**src/pkg/ble_cfg_pkg.sv**
```systemverilog
// constants of the link-layer control and identification bank
// assumes a single 25 MHz clock and a plain strobed register port
// Function
// - cipher_off stops payload encryption and decryption
// - descriptor cipher keeps integrity code, plain payload
// - whitening_off set bypasses data whitening
// - crc_keep keeps rx crc, zeroes tx crc
// - hop_remap_off disables channel remapping
// - adv filter drops only errored advertising packets
// - exchange_prefetch_on enables exchange table prefetch
// - rx window used by connected master, second receipt
// - sync word accepted within error limit
// - version register read-only, four byte fields
// - address width field reads fixed value
// - radio id and clock frequency read-only
// - present_a and dual-mode bits read zero
// - level interrupt flag reads one
// - coexistence, diag, ccm, bus width read one
package ble_cfg_pkg;
  localparam int ADDR_W = 32; // bus address width
  localparam int DATA_W = 32; // bus data width
  // byte addresses of the bank
  localparam logic [31:0] OFF_CTRL = 32'h4000_0000;
  localparam logic [31:0] OFF_VER  = 32'h4000_0004;
  localparam logic [31:0] OFF_CONF = 32'h4000_0008;
  // control field positions
  localparam int CIPHER_OFF_BIT = 19;
  localparam int WHIT_OFF_BIT   = 18;
  localparam int CRC_KEEP_BIT   = 17;
  localparam int REMAP_OFF_BIT  = 16;
  localparam int ADV_FILT_BIT   = 9;
  localparam int PREFETCH_BIT   = 8;
  localparam int RXWIN_LSB      = 4;
  localparam int RXWIN_W        = 4;
  localparam int SYNC_LSB       = 0;
  localparam int SYNC_W         = 3;
  localparam logic [31:0] CTRL_WMASK = 32'h000F_03F7; // writable bits
  localparam logic [31:0] CTRL_RST   = 32'h0000_0000; // reset value
  // version field positions
  localparam int VER_TYPE_LSB  = 24;
  localparam int VER_MAJOR_LSB = 16;
  localparam int VER_UPG_LSB   = 8;
  localparam int VER_BUILD_LSB = 0;
  // build configuration fields
  localparam logic [5:0] CONF_ADDR_WIDTH = 6'h0F;
  localparam logic [6:0] CONF_RADIO_ID   = 7'h02;
  localparam logic [5:0] CONF_CLK_MHZ    = 6'h00;
  localparam logic [6:0] CONF_FEATURES   = 7'h1F; // bits 6..0
  localparam logic [31:0] CONF_WORD = {2'h0, CONF_ADDR_WIDTH, 1'h0,
    CONF_RADIO_ID, 2'h0, CONF_CLK_MHZ, 1'h0, CONF_FEATURES};
  // datapath widths and fills
  localparam int CRC_W   = 24;
  localparam int SYNCE_W = 6;
  localparam logic [23:0] CRC_TX_FILL = 24'h00_0000;
endpackage

```
**src/pkg/ctrl_if.sv**
```systemverilog
// control fields carried from the register bank to the policy unit
// assumes both ends sit in the same clock domain
`timescale 1ns/10ps
`default_nettype none
interface ctrl_if;
  logic       cipher_off;            // payload cipher stopped
  logic       whitening_off;         // whitening bypassed
  logic       crc_keep;              // crc kept on rx
  logic       hop_remap_off;         // remapping stopped
  logic       adv_error_filter_on;   // advertising error filter
  logic       exchange_prefetch_on;  // prefetch enabled
  logic [3:0] default_rx_window;     // window in microseconds
  logic [2:0] sync_word_error_limit; // allowed sync bit errors
  modport src (output cipher_off, whitening_off, crc_keep,
    hop_remap_off, adv_error_filter_on, exchange_prefetch_on,
    default_rx_window, sync_word_error_limit);
  modport snk (input cipher_off, whitening_off, crc_keep,
    hop_remap_off, adv_error_filter_on, exchange_prefetch_on,
    default_rx_window, sync_word_error_limit);
endinterface
`default_nettype wire

```
**src/verilog/ble_core_regs.sv**
```systemverilog
// control and identification register bank of the link-layer core
// assumes software on a strobed port, read data one cycle later
`timescale 1ns/10ps
`default_nettype none
module ble_core_regs
  import ble_cfg_pkg::*;
#(
  // identification codes; values are arbitrary
  parameter logic [7:0] CORE_TYPE     = 8'h5A,
  parameter logic [7:0] MAJOR_RELEASE = 8'h02,
  parameter logic [7:0] UPGRADE_NUM   = 8'h03,
  parameter logic [7:0] BUILD_NUM     = 8'h04
)
(
  input  wire logic               ref_clk,     // core clock, 25 MHz
  input  wire logic               rst_b,       // async reset, low
  input  wire logic [ADDR_W-1:0]  bus_addr,    // byte address
  input  wire logic [DATA_W-1:0]  bus_wdata,   // write data
  input  wire logic               bus_wr,      // write strobe
  input  wire logic               bus_rd,      // read strobe
  output logic      [DATA_W-1:0]  bus_rdata,   // read data, next cycle
  input  wire logic               desc_cipher, // descriptor cipher on
  input  wire logic               rx_done,     // reception finished
  input  wire logic               rx_err,      // reception error
  input  wire logic               rx_on_adv,   // advertising channel
  input  wire logic [CRC_W-1:0]   tx_crc_in,   // computed tx crc
  input  wire logic               sync_check,  // sync word compared
  input  wire logic [SYNCE_W-1:0] sync_errs,   // sync bit errors
  input  wire logic               conn_master, // connected master
  input  wire logic               second_rx,   // second receipt
  output logic                    payload_cipher, // cipher payload
  output logic                    mic_gen,        // build integrity
  output logic                    whiten_en,      // whitening on
  output logic                    crc_strip,      // strip rx crc
  output logic      [CRC_W-1:0]   tx_crc_out,     // crc sent
  output logic                    remap_en,       // remapping on
  output logic                    prefetch_en,    // prefetch on
  output logic                    rx_report,      // report pulse
  output logic                    rx_win_use,     // window applies
  output logic      [RXWIN_W-1:0] rx_win_us,      // window length
  output logic                    sync_hit        // sync recognised
);
  // stored control word, only writable bits ever set
  logic [DATA_W-1:0] ctrl_r;
  // read data register
  logic [DATA_W-1:0] rdata_r;
  // combinational read mux value
  logic [DATA_W-1:0] rdata_nxt;
  // fixed version word
  logic [DATA_W-1:0] ver_word;
  // decoded selects
  logic              sel_ctrl;
  logic              sel_ver;
  logic              sel_conf;

  // fields carried to the policy unit
  ctrl_if cfg ();

  // version word built from identification parameters
  assign ver_word = (32'(CORE_TYPE)     << VER_TYPE_LSB)
                  | (32'(MAJOR_RELEASE) << VER_MAJOR_LSB)
                  | (32'(UPGRADE_NUM)   << VER_UPG_LSB)
                  | (32'(BUILD_NUM)     << VER_BUILD_LSB);

  // address decode, full word compare
  assign sel_ctrl = (bus_addr == OFF_CTRL);
  assign sel_ver  = (bus_addr == OFF_VER);
  assign sel_conf = (bus_addr == OFF_CONF);

  // control register write; read-only words ignore writes
  always_ff @(posedge ref_clk or negedge rst_b)
    if (!rst_b)
      ctrl_r <= CTRL_RST;
    else if (bus_wr && sel_ctrl)
      ctrl_r <= bus_wdata & CTRL_WMASK;

  // read mux; unmapped addresses and reserved bits give zero
  always_comb
  begin
    rdata_nxt = '0;
    if (bus_rd)
    begin
      if (sel_ctrl)
        rdata_nxt = ctrl_r & CTRL_WMASK;
      else if (sel_ver)
        rdata_nxt = ver_word;
      else if (sel_conf)
        rdata_nxt = CONF_WORD;
      else
        rdata_nxt = '0; // unmapped
    end
  end

  // read data stands only in the cycle after the strobe
  always_ff @(posedge ref_clk or negedge rst_b)
    if (!rst_b)
      rdata_r <= '0;
    else
      rdata_r <= rdata_nxt;

  assign bus_rdata = rdata_r;

  // control fields onto the carrier
  assign cfg.cipher_off    = ctrl_r[CIPHER_OFF_BIT];
  assign cfg.whitening_off = ctrl_r[WHIT_OFF_BIT];
  assign cfg.crc_keep      = ctrl_r[CRC_KEEP_BIT];
  assign cfg.hop_remap_off = ctrl_r[REMAP_OFF_BIT];
  assign cfg.adv_error_filter_on  = ctrl_r[ADV_FILT_BIT];
  assign cfg.exchange_prefetch_on = ctrl_r[PREFETCH_BIT];
  assign cfg.default_rx_window =
    ctrl_r[RXWIN_LSB +: RXWIN_W];
  assign cfg.sync_word_error_limit =
    ctrl_r[SYNC_LSB +: SYNC_W];

  // registered datapath controls
  link_policy u_policy (
    .ref_clk          (ref_clk),
    .rst_b            (rst_b),
    .cfg              (cfg),
    .desc_cipher      (desc_cipher),
    .rx_done          (rx_done),
    .rx_err           (rx_err),
    .rx_on_adv        (rx_on_adv),
    .tx_crc_in        (tx_crc_in),
    .sync_check       (sync_check),
    .sync_errs        (sync_errs),
    .conn_master      (conn_master),
    .second_rx        (second_rx),
    .payload_cipher_r (payload_cipher),
    .mic_gen_r        (mic_gen),
    .whiten_en_r      (whiten_en),
    .crc_strip_r      (crc_strip),
    .tx_crc_out_r     (tx_crc_out),
    .remap_en_r       (remap_en),
    .prefetch_en_r    (prefetch_en),
    .rx_report_r      (rx_report),
    .rx_win_use_r     (rx_win_use),
    .rx_win_us_r      (rx_win_us),
    .sync_hit_r       (sync_hit)
  );
endmodule
`default_nettype wire

```
**src/verilog/link_policy.sv**
```systemverilog
// policy unit: turns control fields into registered datapath controls
// assumes event inputs synchronous to ref_clk
`timescale 1ns/10ps
`default_nettype none
module link_policy
  import ble_cfg_pkg::*;
(
  input  wire logic               ref_clk,      // core clock
  input  wire logic               rst_b,        // async reset, low
  ctrl_if.snk                     cfg,          // control fields
  input  wire logic               desc_cipher,  // descriptor cipher on
  input  wire logic               rx_done,      // reception finished
  input  wire logic               rx_err,       // reception had error
  input  wire logic               rx_on_adv,    // advertising channel
  input  wire logic [CRC_W-1:0]   tx_crc_in,    // computed tx crc
  input  wire logic               sync_check,   // sync word compared
  input  wire logic [SYNCE_W-1:0] sync_errs,    // sync bit errors
  input  wire logic               conn_master,  // connected master
  input  wire logic               second_rx,    // second receipt
  output logic                    payload_cipher_r, // cipher payload
  output logic                    mic_gen_r,        // build integrity
  output logic                    whiten_en_r,      // whitening on
  output logic                    crc_strip_r,      // strip rx crc
  output logic [CRC_W-1:0]        tx_crc_out_r,     // crc sent
  output logic                    remap_en_r,       // remapping on
  output logic                    prefetch_en_r,    // prefetch on
  output logic                    rx_report_r,      // report pulse
  output logic                    rx_win_use_r,     // window applies
  output logic [RXWIN_W-1:0]      rx_win_us_r,      // window length
  output logic                    sync_hit_r        // sync recognised
);
  // cipher and integrity controls
  always_ff @(posedge ref_clk or negedge rst_b)
    if (!rst_b)
    begin
      payload_cipher_r <= 1'b0;
      mic_gen_r        <= 1'b0;
    end
    else
    begin
      payload_cipher_r <= desc_cipher & ~cfg.cipher_off;
      mic_gen_r        <= desc_cipher;
    end

  // framing controls: whitening, crc, remap, prefetch
  always_ff @(posedge ref_clk or negedge rst_b)
    if (!rst_b)
    begin
      whiten_en_r   <= 1'b0;
      crc_strip_r   <= 1'b0;
      tx_crc_out_r  <= CRC_TX_FILL;
      remap_en_r    <= 1'b0;
      prefetch_en_r <= 1'b0;
    end
    else
    begin
      whiten_en_r   <= ~cfg.whitening_off;
      crc_strip_r   <= ~cfg.crc_keep;
      tx_crc_out_r  <= cfg.crc_keep ? CRC_TX_FILL : tx_crc_in;
      remap_en_r    <= ~cfg.hop_remap_off;
      prefetch_en_r <= cfg.exchange_prefetch_on;
    end

  // reception reporting, window and sync decisions
  always_ff @(posedge ref_clk or negedge rst_b)
    if (!rst_b)
    begin
      rx_report_r  <= 1'b0;
      rx_win_use_r <= 1'b0;
      rx_win_us_r  <= '0;
      sync_hit_r   <= 1'b0;
    end
    else
    begin
      rx_report_r  <= rx_done & ~(cfg.adv_error_filter_on
                      & rx_on_adv & rx_err);
      rx_win_use_r <= conn_master & second_rx;
      rx_win_us_r  <= cfg.default_rx_window;
      sync_hit_r   <= sync_check & (sync_errs <=
                      {{(SYNCE_W-SYNC_W){1'b0}},
                       cfg.sync_word_error_limit});
    end
endmodule
`default_nettype wire
```
**config.mk**
```make
export PLATFORM = sky130hd
export DESIGN_NAME = ble_core_regs
export DESIGN_NICKNAME = d
export VERILOG_FILES = /design/src/pkg/ble_cfg_pkg.sv /design/src/pkg/ctrl_if.sv /design/src/verilog/ble_core_regs.sv /design/src/verilog/link_policy.sv
export SDC_FILE = /design/constraint.sdc
export NUM_CORES = 1
export LEC_CHECK = 0
export ABC_AREA = 1
export BUFFER_PORTS_ARGS = -buffer_cell sky130_fd_sc_hd__buf_2
export CORE_AREA = 2 2 81 83
export DETAILED_ROUTE_END_ITERATION = 7
export DIE_AREA = 0 0 83 85
export GPL_TIMING_DRIVEN = 0
export PLACE_DENSITY = 0.83
export SYNTH_ARGS = -nofsm -noshare
export SYNTH_HDL_FRONTEND = slang
export SYNTH_HIERARCHICAL = 1
export SYNTH_SLANG_ARGS = --single-unit
export TNS_END_PERCENT = 10
```
**constraint.sdc**
```tcl
create_clock -name ref_clk -period 1.6 [get_ports ref_clk]
set_clock_uncertainty 0.05 [all_clocks]
set_input_delay 0.16 -clock ref_clk [delete_from_list [all_inputs] [get_ports ref_clk]]
set_output_delay 0.16 -clock ref_clk [all_outputs]
set_load 0.05 [all_outputs]
```
==> results of run 1 <==
## worst max-delay path: stages (launching register included)
cell and delay, ns:
dfrtp_1 0.38, inv_1 0.06, ha_1 0.27, nand2_1 0.05, nor2_1 0.15, nand3_1 0.11
a21oi_2 0.15
## synth_stat cells
cell type	n	area, um2
nand3_1	22	110.1
buf_8	1	15.01
a21oi_1	1	5.000
nand4_1	1	6.260
buf_4	17	127.6
ha_1	3	37.54
clkbuf_4	1	7.510
nor2_1	56	210.2
or2_0	1	6.260
dfrtp_1	66	1652
nand2_1	55	206.5
and2_1	1	6.260
buf_6	1	11.26
conb_1	1	3.750
nand3_2	2	20.02
a21oi_2	1	8.760
nand3b_1	3	22.52
nand2_2	2	12.51
buf_2	4	20.02
nor2_2	4	25.02
inv_1	53	198.9
## where the power goes
part,internal [uW],switching [uW],total (uW)
Combinational,203,337,539
Clock,1200,614,1820
Sequential,1700,10.1,1710
Total,3110,960,4070
## placed cells by master, fill, tap and decap left out, drive strengths merged, types with 2 or more instances in the layout
cell and count:
buf 164, dfrtp 66, nor2 60, nand2 57, inv 54, dlygate4sd3 36
nand3 24, conb 12, clkbuf 11, bufinv 4, nand3b 3, ha 3
a21oi 2
## cell type report
| cell class | count | share of cell area (%) |
|---|---|---|
| plain buffers | 24 | 4.336 |
| inverters | 53 | 4.755 |
| clock inverters | 6 | 3.289 |
| repair buffers | 177 | 25.54 |
| flip-flops and latches | 66 | 39.47 |
| well taps | 77 | 2.303 |
| clock buffers | 10 | 3.050 |
| multi-input cells | 164 | 17.25 |
## registers in the layout (all words and copies together), names as in the netlist, 4 cells and up
| signal | flops |
|---|---|
| bus_rdata | 16 |
| u_policy/rx_win_us_r | 4 |
| u_policy/tx_crc_out_r | 24 |
| ctrl_r | 13 |
## per-layer routing
metal  vias up  wire length [um]  global-route usage [%]
li1       1239                 -                       -
met1      1082              2687                   22.92
met5         -                 0                       0
met3         4               520                   6.615
met4         0                50                   5.812
met2       116              3356                   34.75
## path summary, 6_finish.rpt
kind | to | slack (ns) | start | cells after the start
worst max-delay path | u_policy/sync_hit_r | 0.33 | ctrl_r[2] | 6
worst min-delay path | ctrl_r[1] | 0.02 | bus_wdata[1] | 3
worst max register to register | u_policy/sync_hit_r | 0.33 | ctrl_r[2] | 6
worst min register to register | u_policy/rx_win_us_r[2] | 0.36 | ctrl_r[6] | 0
max in group asynchronous | bus_rdata[2] | 0.50 | rst_b | 2
min in group asynchronous | u_policy/tx_crc_out_r[6] | 0.47 | rst_b | 2
## per-stage QoR
stage	util [%]	area [um2]	total power [uW]
final	67.43	4184	4069
after detailed placement	57.31	3556	2210
after global routing	67.43	4184	4255
after floorplan	-	2754	2026
after global placement	57.31	3556	2201
after CTS	67.07	4161	4101
## cell families (layout without fill, tap and decap cells)
logic type | after synthesis | after routing
and+or+nand+nor | 147 | 147
buffers and inverters | 77 | 270
DFF | 66 | 66
adders and majority gates | 3 | 3
AOI/OAI and AO/OA | 2 | 2
other | 1 | 12
## what timing repair did
item / in CTS / in global routing
hold endpoints to repair: 34 / 67
gates resized for setup: 0 / 0
hold buffers: 34 / 2
==> flow_summary_export.csv, run 1 <==
group,metric,value,unit
cts,post_cts_buffers,0,
final_layout,nFillCells,472,
final_layout,final_layout_size_suffix_gt1_share,37.80,%
sta,slew_viol_final,0,
outcome,status,"finished, final reports clean",
global_routing,gr-usage-all-layers,19.69,%
sta,tns,0,ns
global_routing,grt_pass1_wl,10860,um
pwr,power_density,972.4,mW/mm2
synth,synth_compound_area_share,0.5074,%
global_routing,grt_overflow,0,
worst_setup_path,cp_data_arrival_time,1.48,ns
synth,ys_warn_count,6,
synth,synthAdderAreaFrac,1.384,%
synth,syn_avg_cell_area,9.164,um2
final_layout,multi_input_area,721.9,um2
cts,clk_path_buf_depth,2,
sta,hold_viol,0,
place,dp_slack,0.08472,ns
drt,first_iter_violations,75,
global_routing,antenna_found_initial,0,
drt,first_pass_iters,4,
drt,vias,2441,
die,core.rowCount,29,
pwr,power.leakage,0.002456,uW
die,core_region_area,0.006205,mm2
place,place_inst,525,
sta,postLayoutSetupSlackWorst,0.3265,ns
place,gp_congestion,0.7625,
worst_setup_path,worst_setup_path_start_kind,"register",
synth,synth-simple-area-share,23.06,%
pwr,peakVddDrop,0.8098,mV
drt,wl_per_cell,11.46,um
synth,synth_top_family_by_area,"simple AND/OR/NAND/NOR gates",
sta,max_freq,785.2,MHz
cts,clk_pin_slew,0.07,ns
die,die_h,85,um
drt,drc_errors,0,
place,dpl.hpwl,4385,um
final_layout,area_delta_synth_final,54.24,%
die,dieArea,0.007055,mm2
synth,synth_mux_area_share,0,%
die,fp.dieW,83,um
sta,worst_slew_margin_rel,47.13,%
sta,worst_pin_slew,0.7931,ns
synth,syn_area,0.002713,mm2
worst_setup_path,cp_data_required_time,1.81,ns
worst_setup_path,cp-end-kind,"register",
drt,ant_nets,0,
cts,h-tree-depth,3,
sta,setup_viol,0,
job,drv_cap,0,
synth,synth-xor-area-share,0,%
final_layout,regArea,0.001652,mm2
cts,cts_tree,"done",
sta,finalCriticalPeriod,1.274,ns
final_layout,fin_cells,577,
synth,synth_cells,296,
global_routing,grt_pass1_vias,2418,
worst_setup_path,crit_fanout,3,
sta,hold_ws,0.01711,ns
final_layout,diodes,0,
drt,vias_per_cell,4.231,
min_path,hold_class,"in -> reg",
synth,ys_seq_area_share,60.89,%
synth,ys_seq_elements,66,
synth,synthDistinctLibCells,21,
die,ioPinCount,174,
cts,root_buffer,"clkbuf_8",
drt,routed_wl,6614,um
cts,cts_num_sinks,66,
sta,finalCritPeriodShare,79.60,%
worst_setup_path,path_class,"reg -> reg",
sta,rsz0062_at_grt,"no",
die,start_util,43.72,%
cts,cts-buffers-inserted,9,
place,port_buffers,141,
final_layout,nets,603,
global_routing,grt_max_degree,67,
cts,clkLatencyLatePin,0.33,ns
Power figures use the tool's default switching activity.
==> run 2, diff against run 1 <==
--- a/config.mk
+++ b/config.mk
@@ -7,11 +7,11 @@
 export LEC_CHECK = 0
 export ABC_AREA = 1
 export BUFFER_PORTS_ARGS = -buffer_cell sky130_fd_sc_hd__buf_2
-export CORE_AREA = 2 2 81 83
+export CORE_AREA = 2 2 84 86
 export DETAILED_ROUTE_END_ITERATION = 7
-export DIE_AREA = 0 0 83 85
+export DIE_AREA = 0 0 86 88
 export GPL_TIMING_DRIVEN = 0
-export PLACE_DENSITY = 0.83
+export PLACE_DENSITY = 0.78
 export SYNTH_ARGS = -nofsm -noshare
 export SYNTH_HDL_FRONTEND = slang
 export SYNTH_HIERARCHICAL = 1
==> constraint.sdc (replaced) <==
create_clock -name ref_clk -period 1.3 [get_ports ref_clk]
set_clock_uncertainty 0.05 [all_clocks]
set_input_delay 0.13 -clock ref_clk [delete_from_list [all_inputs] [get_ports ref_clk]]
set_output_delay 0.13 -clock ref_clk [all_outputs]
set_load 0.05 [all_outputs]
==> run 2 against run 1 <==
Effect of this change:
- critical path depth is 1 higher
- combinational power is 27% higher
- hold slack worse by 0.010 ns
- critical endpoint unchanged
- highest routed layer unchanged
==> flow_summary_export.csv, run 2 (synthesized netlist as in run 1, its figures left out) <==
group,metric,value,unit
outcome,status,"finished, final reports clean",
final_layout,nFillCells,539,
place,port_buffers,141,
drt,first_iter_violations,134,
final_layout,nets,611,
drt,wl_per_cell,12.01,um
job,drv_cap,0,
final_layout,top_register,"u_policy/tx_crc_out_r",
pwr,power.leakage,0.002472,uW
final_layout,regArea,0.001652,mm2
drt,routed_wl,7060,um
final_layout,final_util,63.73,%
drt,vias_per_cell,4.311,
global_routing,grt_max_degree,67,
sta,finalCriticalPeriod,1.258,ns
final_layout,diodes,0,
cts,cts_tree,"done",
final_layout,fin_cells,588,
worst_setup_path,worst_setup_path_start_kind,"register",
cts,clk_path_buf_depth,2,
drt,vias,2535,
die,ioPinCount,174,
die,start_util,40.83,%
die,core.rowCount,30,
sta,hold_viol,0,
sta,slew_viol_final,0,
global_routing,antenna_found_initial,0,
place,place_inst,528,
final_layout,largest_reg_flops,24,
final_layout,multi_input_area,729.5,um2
die,core_region_area,0.006644,mm2
sta,max_freq,794.9,MHz
global_routing,grt_overflow,0,
worst_setup_path,cp_data_required_time,1.47,ns
place,gp_congestion,0.7182,
pwr,power_density,1113,mW/mm2
drt,first_pass_iters,6,
final_layout,final_layout_size_suffix_gt1_share,38.19,%
cts,clkLatencyLatePin,0.33,ns
worst_setup_path,cp-end-kind,"register",
cts,cts-buffers-inserted,9,
cts,root_buffer,"clkbuf_8",
global_routing,use_met2,37.49,%
die,dieArea,0.007568,mm2
worst_setup_path,cp_data_arrival_time,1.43,ns
sta,worst_pin_slew,0.7931,ns
final_layout,layout_common_cells,"buf_2, dfrtp_1, nor2_1, nand2_1, inv_1",
sta,setup_viol,0,
worst_setup_path,crit_fanout,3,
global_routing,use_met3,4.524,%
min_path,hold_class,"in -> reg",
sta,rsz0062_at_grt,"yes",
global_routing,grt.busiest_layer,"met2",
sta,finalCritPeriodShare,96.77,%
global_routing,grt_pass1_vias,2682,
worst_setup_path,path_class,"reg -> reg",
pwr,peakVddDrop,0.5633,mV
global_routing,use_met1,21.00,%
cts,clk_pin_slew,0.07,ns
drt,ant_nets,0,
sta,tns,0,ns
cts,cts_num_sinks,66,
sta,worst_slew_margin_rel,47.12,%
place,dpl.hpwl,4810,um
die,die_h,88,um
final_layout,final_common_cell,"buf_2",
die,fp.dieW,86,um
drt,drc_errors,0,
final_layout,area_delta_synth_final,56.09,%
global_routing,grt_pass1_wl,11650,um
cts,h-tree-depth,3,
global_routing,gr-usage-all-layers,19.80,%
==> run 2: cell count changes in the layout (fill, tap and decap cells not counted), sizes merged <==
cell	previous run	this run
dlygate4sd3	36	42
clkinvlp	0	2
bufinv	4	2
buf	164	166
==> run 2: where the power goes <==
part / switching [uW] / internal [uW]
Clock: 783 / 1130
Combinational: 425 / 262
Sequential: 11.1 / 2100
Total: 1220 / 3490
==> run 2: metal layers <==
metal,vias up,share of wire (%)
met4,0,1.5
li1,1256,-
met5,-,0
met2,79,58
met3,10,4.5
met1,1190,36
==> run 2: path summary, 6_finish.rpt <==
kind | from | endpoint | slack (ns) | cells past startpoint
max | ctrl_r[2] | u_policy/sync_hit_r | 0.04 | 7
min | rx_on_adv | u_policy/rx_report_r | 0.007 | 4
max reg2reg | ctrl_r[2] | u_policy/sync_hit_r | 0.04 | 7
min reg2reg | ctrl_r[4] | u_policy/rx_win_us_r[0] | 0.36 | 0
max in group asynchronous | rst_b | u_policy/rx_report_r | 0.30 | 2
min in group asynchronous | rst_b | u_policy/tx_crc_out_r[20] | 0.36 | 2
==> run 2: cell type report <==
class | count | area share (%)
flip-flops and latches | 66 | 39.01
repair buffers | 185 | 27.01
multi-input cells | 164 | 17.23
inverters | 53 | 4.699
plain buffers | 24 | 4.344
clock buffers | 10 | 3.251
well taps | 80 | 2.364
clock inverters | 6 | 2.098
==> run 2: per-stage QoR <==
step	total power, uW	hold slack, ns	worst slack [ns]	cell area (um2)
CTS	4738	0.02375	0.03814	4207
global placement	2710	0.2055	-0.1381	3560
floorplan	2494	-0.2156	0.1415	2754
detailed placement	2727	0.2089	-0.1872	3560
finish	4712	0.007064	0.04199	4234
global route	4921	0.03174	-0.04791	4234
==> run 2: timing repair <==
item                                    in CTS  in global routing
hold buffers                                42                  1
endpoints found under the setup margin       0                  3
resized for setup                            0                  4
buffers inserted                             0                  2
hold endpoints to repair                    41                 66
==> run 2: critical path, cell delays in order (launching register included) <==
cell	delay (ns)
dfrtp_1	0.38
inv_1	0.06
ha_1	0.27
nand2_1	0.08
nor2_2	0.13
nand2_1	0.07
nand2_1	0.07
a21oi_2	0.05
==> run 3, diff against run 2 <==
--- a/config.mk
+++ b/config.mk
@@ -8,6 +8,7 @@
 export ABC_AREA = 1
 export BUFFER_PORTS_ARGS = -buffer_cell sky130_fd_sc_hd__buf_2
 export CORE_AREA = 2 2 84 86
+export CTS_BUF_LIST = sky130_fd_sc_hd__clkbuf_16
 export DETAILED_ROUTE_END_ITERATION = 7
 export DIE_AREA = 0 0 86 88
 export GPL_TIMING_DRIVEN = 0
==> run 3 against run 2 <==
Effect of this change:
- hold slack gained 0.0028 ns
- count of clock-buffer cells in the layout fell by 1
- sequential power about the same
- first-iteration DRC count increased by 30%
- wire length is 0.68% higher
- critical path type is now in -> reg
==> flow_summary_export.csv, run 3 (synthesized netlist as in run 1, its figures left out) <==
group,metric,value,unit
final_layout,nets,603,
drt,routed_wl,7108,um
job,drv_cap,0,
worst_setup_path,crit_fanout,1,
worst_setup_path,worst_setup_path_start_kind,"primary input",
drt,wl_met1,2594,um
global_routing,grt_pass1_vias,2689,
final_layout,top_register,"u_policy/tx_crc_out_r",
drt,wl_met3,316,um
worst_setup_path,rr_worst_depth,6,
min_path,whs_endpoint,"ctrl_r[5]",
sta,worst_slew_margin_rel,46.82,%
sta,finalCritPeriodShare,94.91,%
drt,vias,2524,
die,die_h,88,um
cts,clk_pin_slew,0.05,ns
die,ioPinCount,174,
worst_setup_path,regToRegEndpoint,"u_policy/sync_hit_r",
final_layout,final_layout_size_suffix_gt1_share,38.20,%
sta,slew_viol_final,0,
final_layout,diodes,0,
global_routing,grt_max_degree,67,
global_routing,gr-usage-all-layers,19.74,%
worst_setup_path,path_common_cell,"dlygate4sd3_1",
global_routing,grt_pass1_wl,11590,um
final_layout,layout_common_cells,"buf_2, dfrtp_1, nor2_1, nand2_1, inv_1",
die,dieArea,0.007568,mm2
global_routing,grt_overflow,0,
final_layout,largest_reg_flops,24,
die,core_region_area,0.006644,mm2
pwr,peakVddDrop,0.7174,mV
final_layout,final_util,63.97,%
cts,post_cts_buffers,0,
drt,wl_per_cell,12.26,um
pwr,power.leakage,0.002476,uW
cts,root_buffer,"clkbuf_16",
sta,finalCriticalPeriod,1.234,ns
place,gp_congestion,0.7182,
sta,tns,0,ns
die,core.rowCount,30,
sta,setup_viol,0,
drt,wl_met2,3953,um
drt,drc_errors,0,
worst_setup_path,crit_chain,"dlygate4sd3_1 > buf_2 > nand2_1 > dlygate4sd3_1 > inv_1",
drt,top_layer_used,"met4",
place,dp_slack,-0.1872,ns
die,start_util,40.83,%
worst_setup_path,cp-end-kind,"register",
worst_setup_path,cp_slowest_stage_delay,0.54,ns
worst_setup_path,cp_data_arrival_time,1.40,ns
global_routing,antenna_found_initial,0,
worst_setup_path,path_class,"in -> reg",
sta,hold_ws,0.009824,ns
sta,rsz0062_at_grt,"yes",
final_layout,area_delta_synth_final,56.69,%
cts,clk_path_buf_depth,2,
cts,cts-buffers-inserted,9,
sta,hold_viol,0,
final_layout,nFillCells,546,
pwr,total_power,5312,uW
cts,h-tree-depth,3,
cts,clkLatencyLatePin,0.32,ns
sta,max_freq,810.4,MHz
worst_setup_path,cp_slowest_cell,"dlygate4sd3_1",
sta,postLayoutSetupSlackWorst,0.06611,ns
final_layout,regArea,0.001652,mm2
drt,vias_per_cell,4.352,
die,fp.dieW,86,um
worst_setup_path,r2r_start,"ctrl_r[2]",
final_layout,multi_input_area,729.5,um2
drt,first_pass_iters,4,
cts,cts_num_sinks,66,
place,dpl.hpwl,4810,um
drt,ant_nets,0,
worst_setup_path,critPathBufInv,4,
pwr,power_density,1250,mW/mm2
place,port_buffers,141,
worst_setup_path,cp.depth,5,
min_path,hold_class,"in -> reg",
outcome,status,"finished, final reports clean",
cts,cts_tree,"done",
worst_setup_path,cp_data_required_time,1.46,ns
drt,first_iter_violations,174,
final_layout,final_common_cell,"buf_2",
worst_setup_path,reg2reg_slack,0.10,ns
worst_setup_path,cp_top_family,"buffers and inverters",
min_path,min_path_cells,3,
sta,worst_pin_slew,0.7978,ns
min_path,min_from,"bus_wdata[5]",
## run 3: cell count changes in the layout (fill, tap and decap cells not counted), sizes merged
cell         before  now
buf             166  164
dlygate4sd3      42   36
clkinv            1    2
clkbuf           11   10
## run 3: power by group
group	internal, uW	switching [uW]	leakage [uW]
clock	1670	855	0.000149
combinational	251	424	0.00148
sequential	2100	10.7	0.000843
## run 3: area by class of cell
class | instances | area share [%]
sequential | 66 | 38.86
timing repair buffer | 177 | 25.14
buffer | 24 | 4.327
clock buffer | 9 | 5.299
clock inverter | 7 | 2.178
multi-input combinational | 164 | 17.16
inverter | 53 | 4.681
tap | 80 | 2.355
## run 3: worst max-delay path by stage
stage | startpoint | slack, ns | end
after global placement | rst_b | -0.14 | bus_rdata[2]
final | second_rx | 0.07 | u_policy/rx_win_use_r
after floorplan | bus_addr[23] | 0.14 | ctrl_r[9]
after detailed placement | rst_b | -0.19 | bus_rdata[17]
after global routing | ctrl_r[2] | -0.01 | u_policy/sync_hit_r
after CTS | ctrl_r[2] | 0.05 | u_policy/sync_hit_r
## run 3: metal layers
layer | track usage (%) | vias up
met3 | 4.241 | 25
met5 | 0 | -
met4 | 10.68 | 0
li1 | - | 1241
met1 | 21.00 | 1172
met2 | 36.43 | 86
## run 3: per-stage QoR
stage / cell area, um2 / std cells
after floorplan: 2754 / 307
after global placement: 3560 / 528
after detailed placement: 3560 / 528
after CTS: 4228 / 579
after global routing: 4250 / 580
final: 4250 / 580
## run 3: worst reg2reg max path, cell delays in order, from the launching register on
cell	delay (ns)
dfrtp_1	0.37
inv_1	0.06
ha_1	0.27
nand2_1	0.06
nor2_2	0.11
nand3_2	0.08
a21oi_2	0.13
## run 3: what timing repair did
action / in CTS / in global routing
hold buffers: 35 / 1
hold endpoints to repair: 35 / 66
gates resized for setup: 0 / 4
setup endpoints to repair: 0 / 6
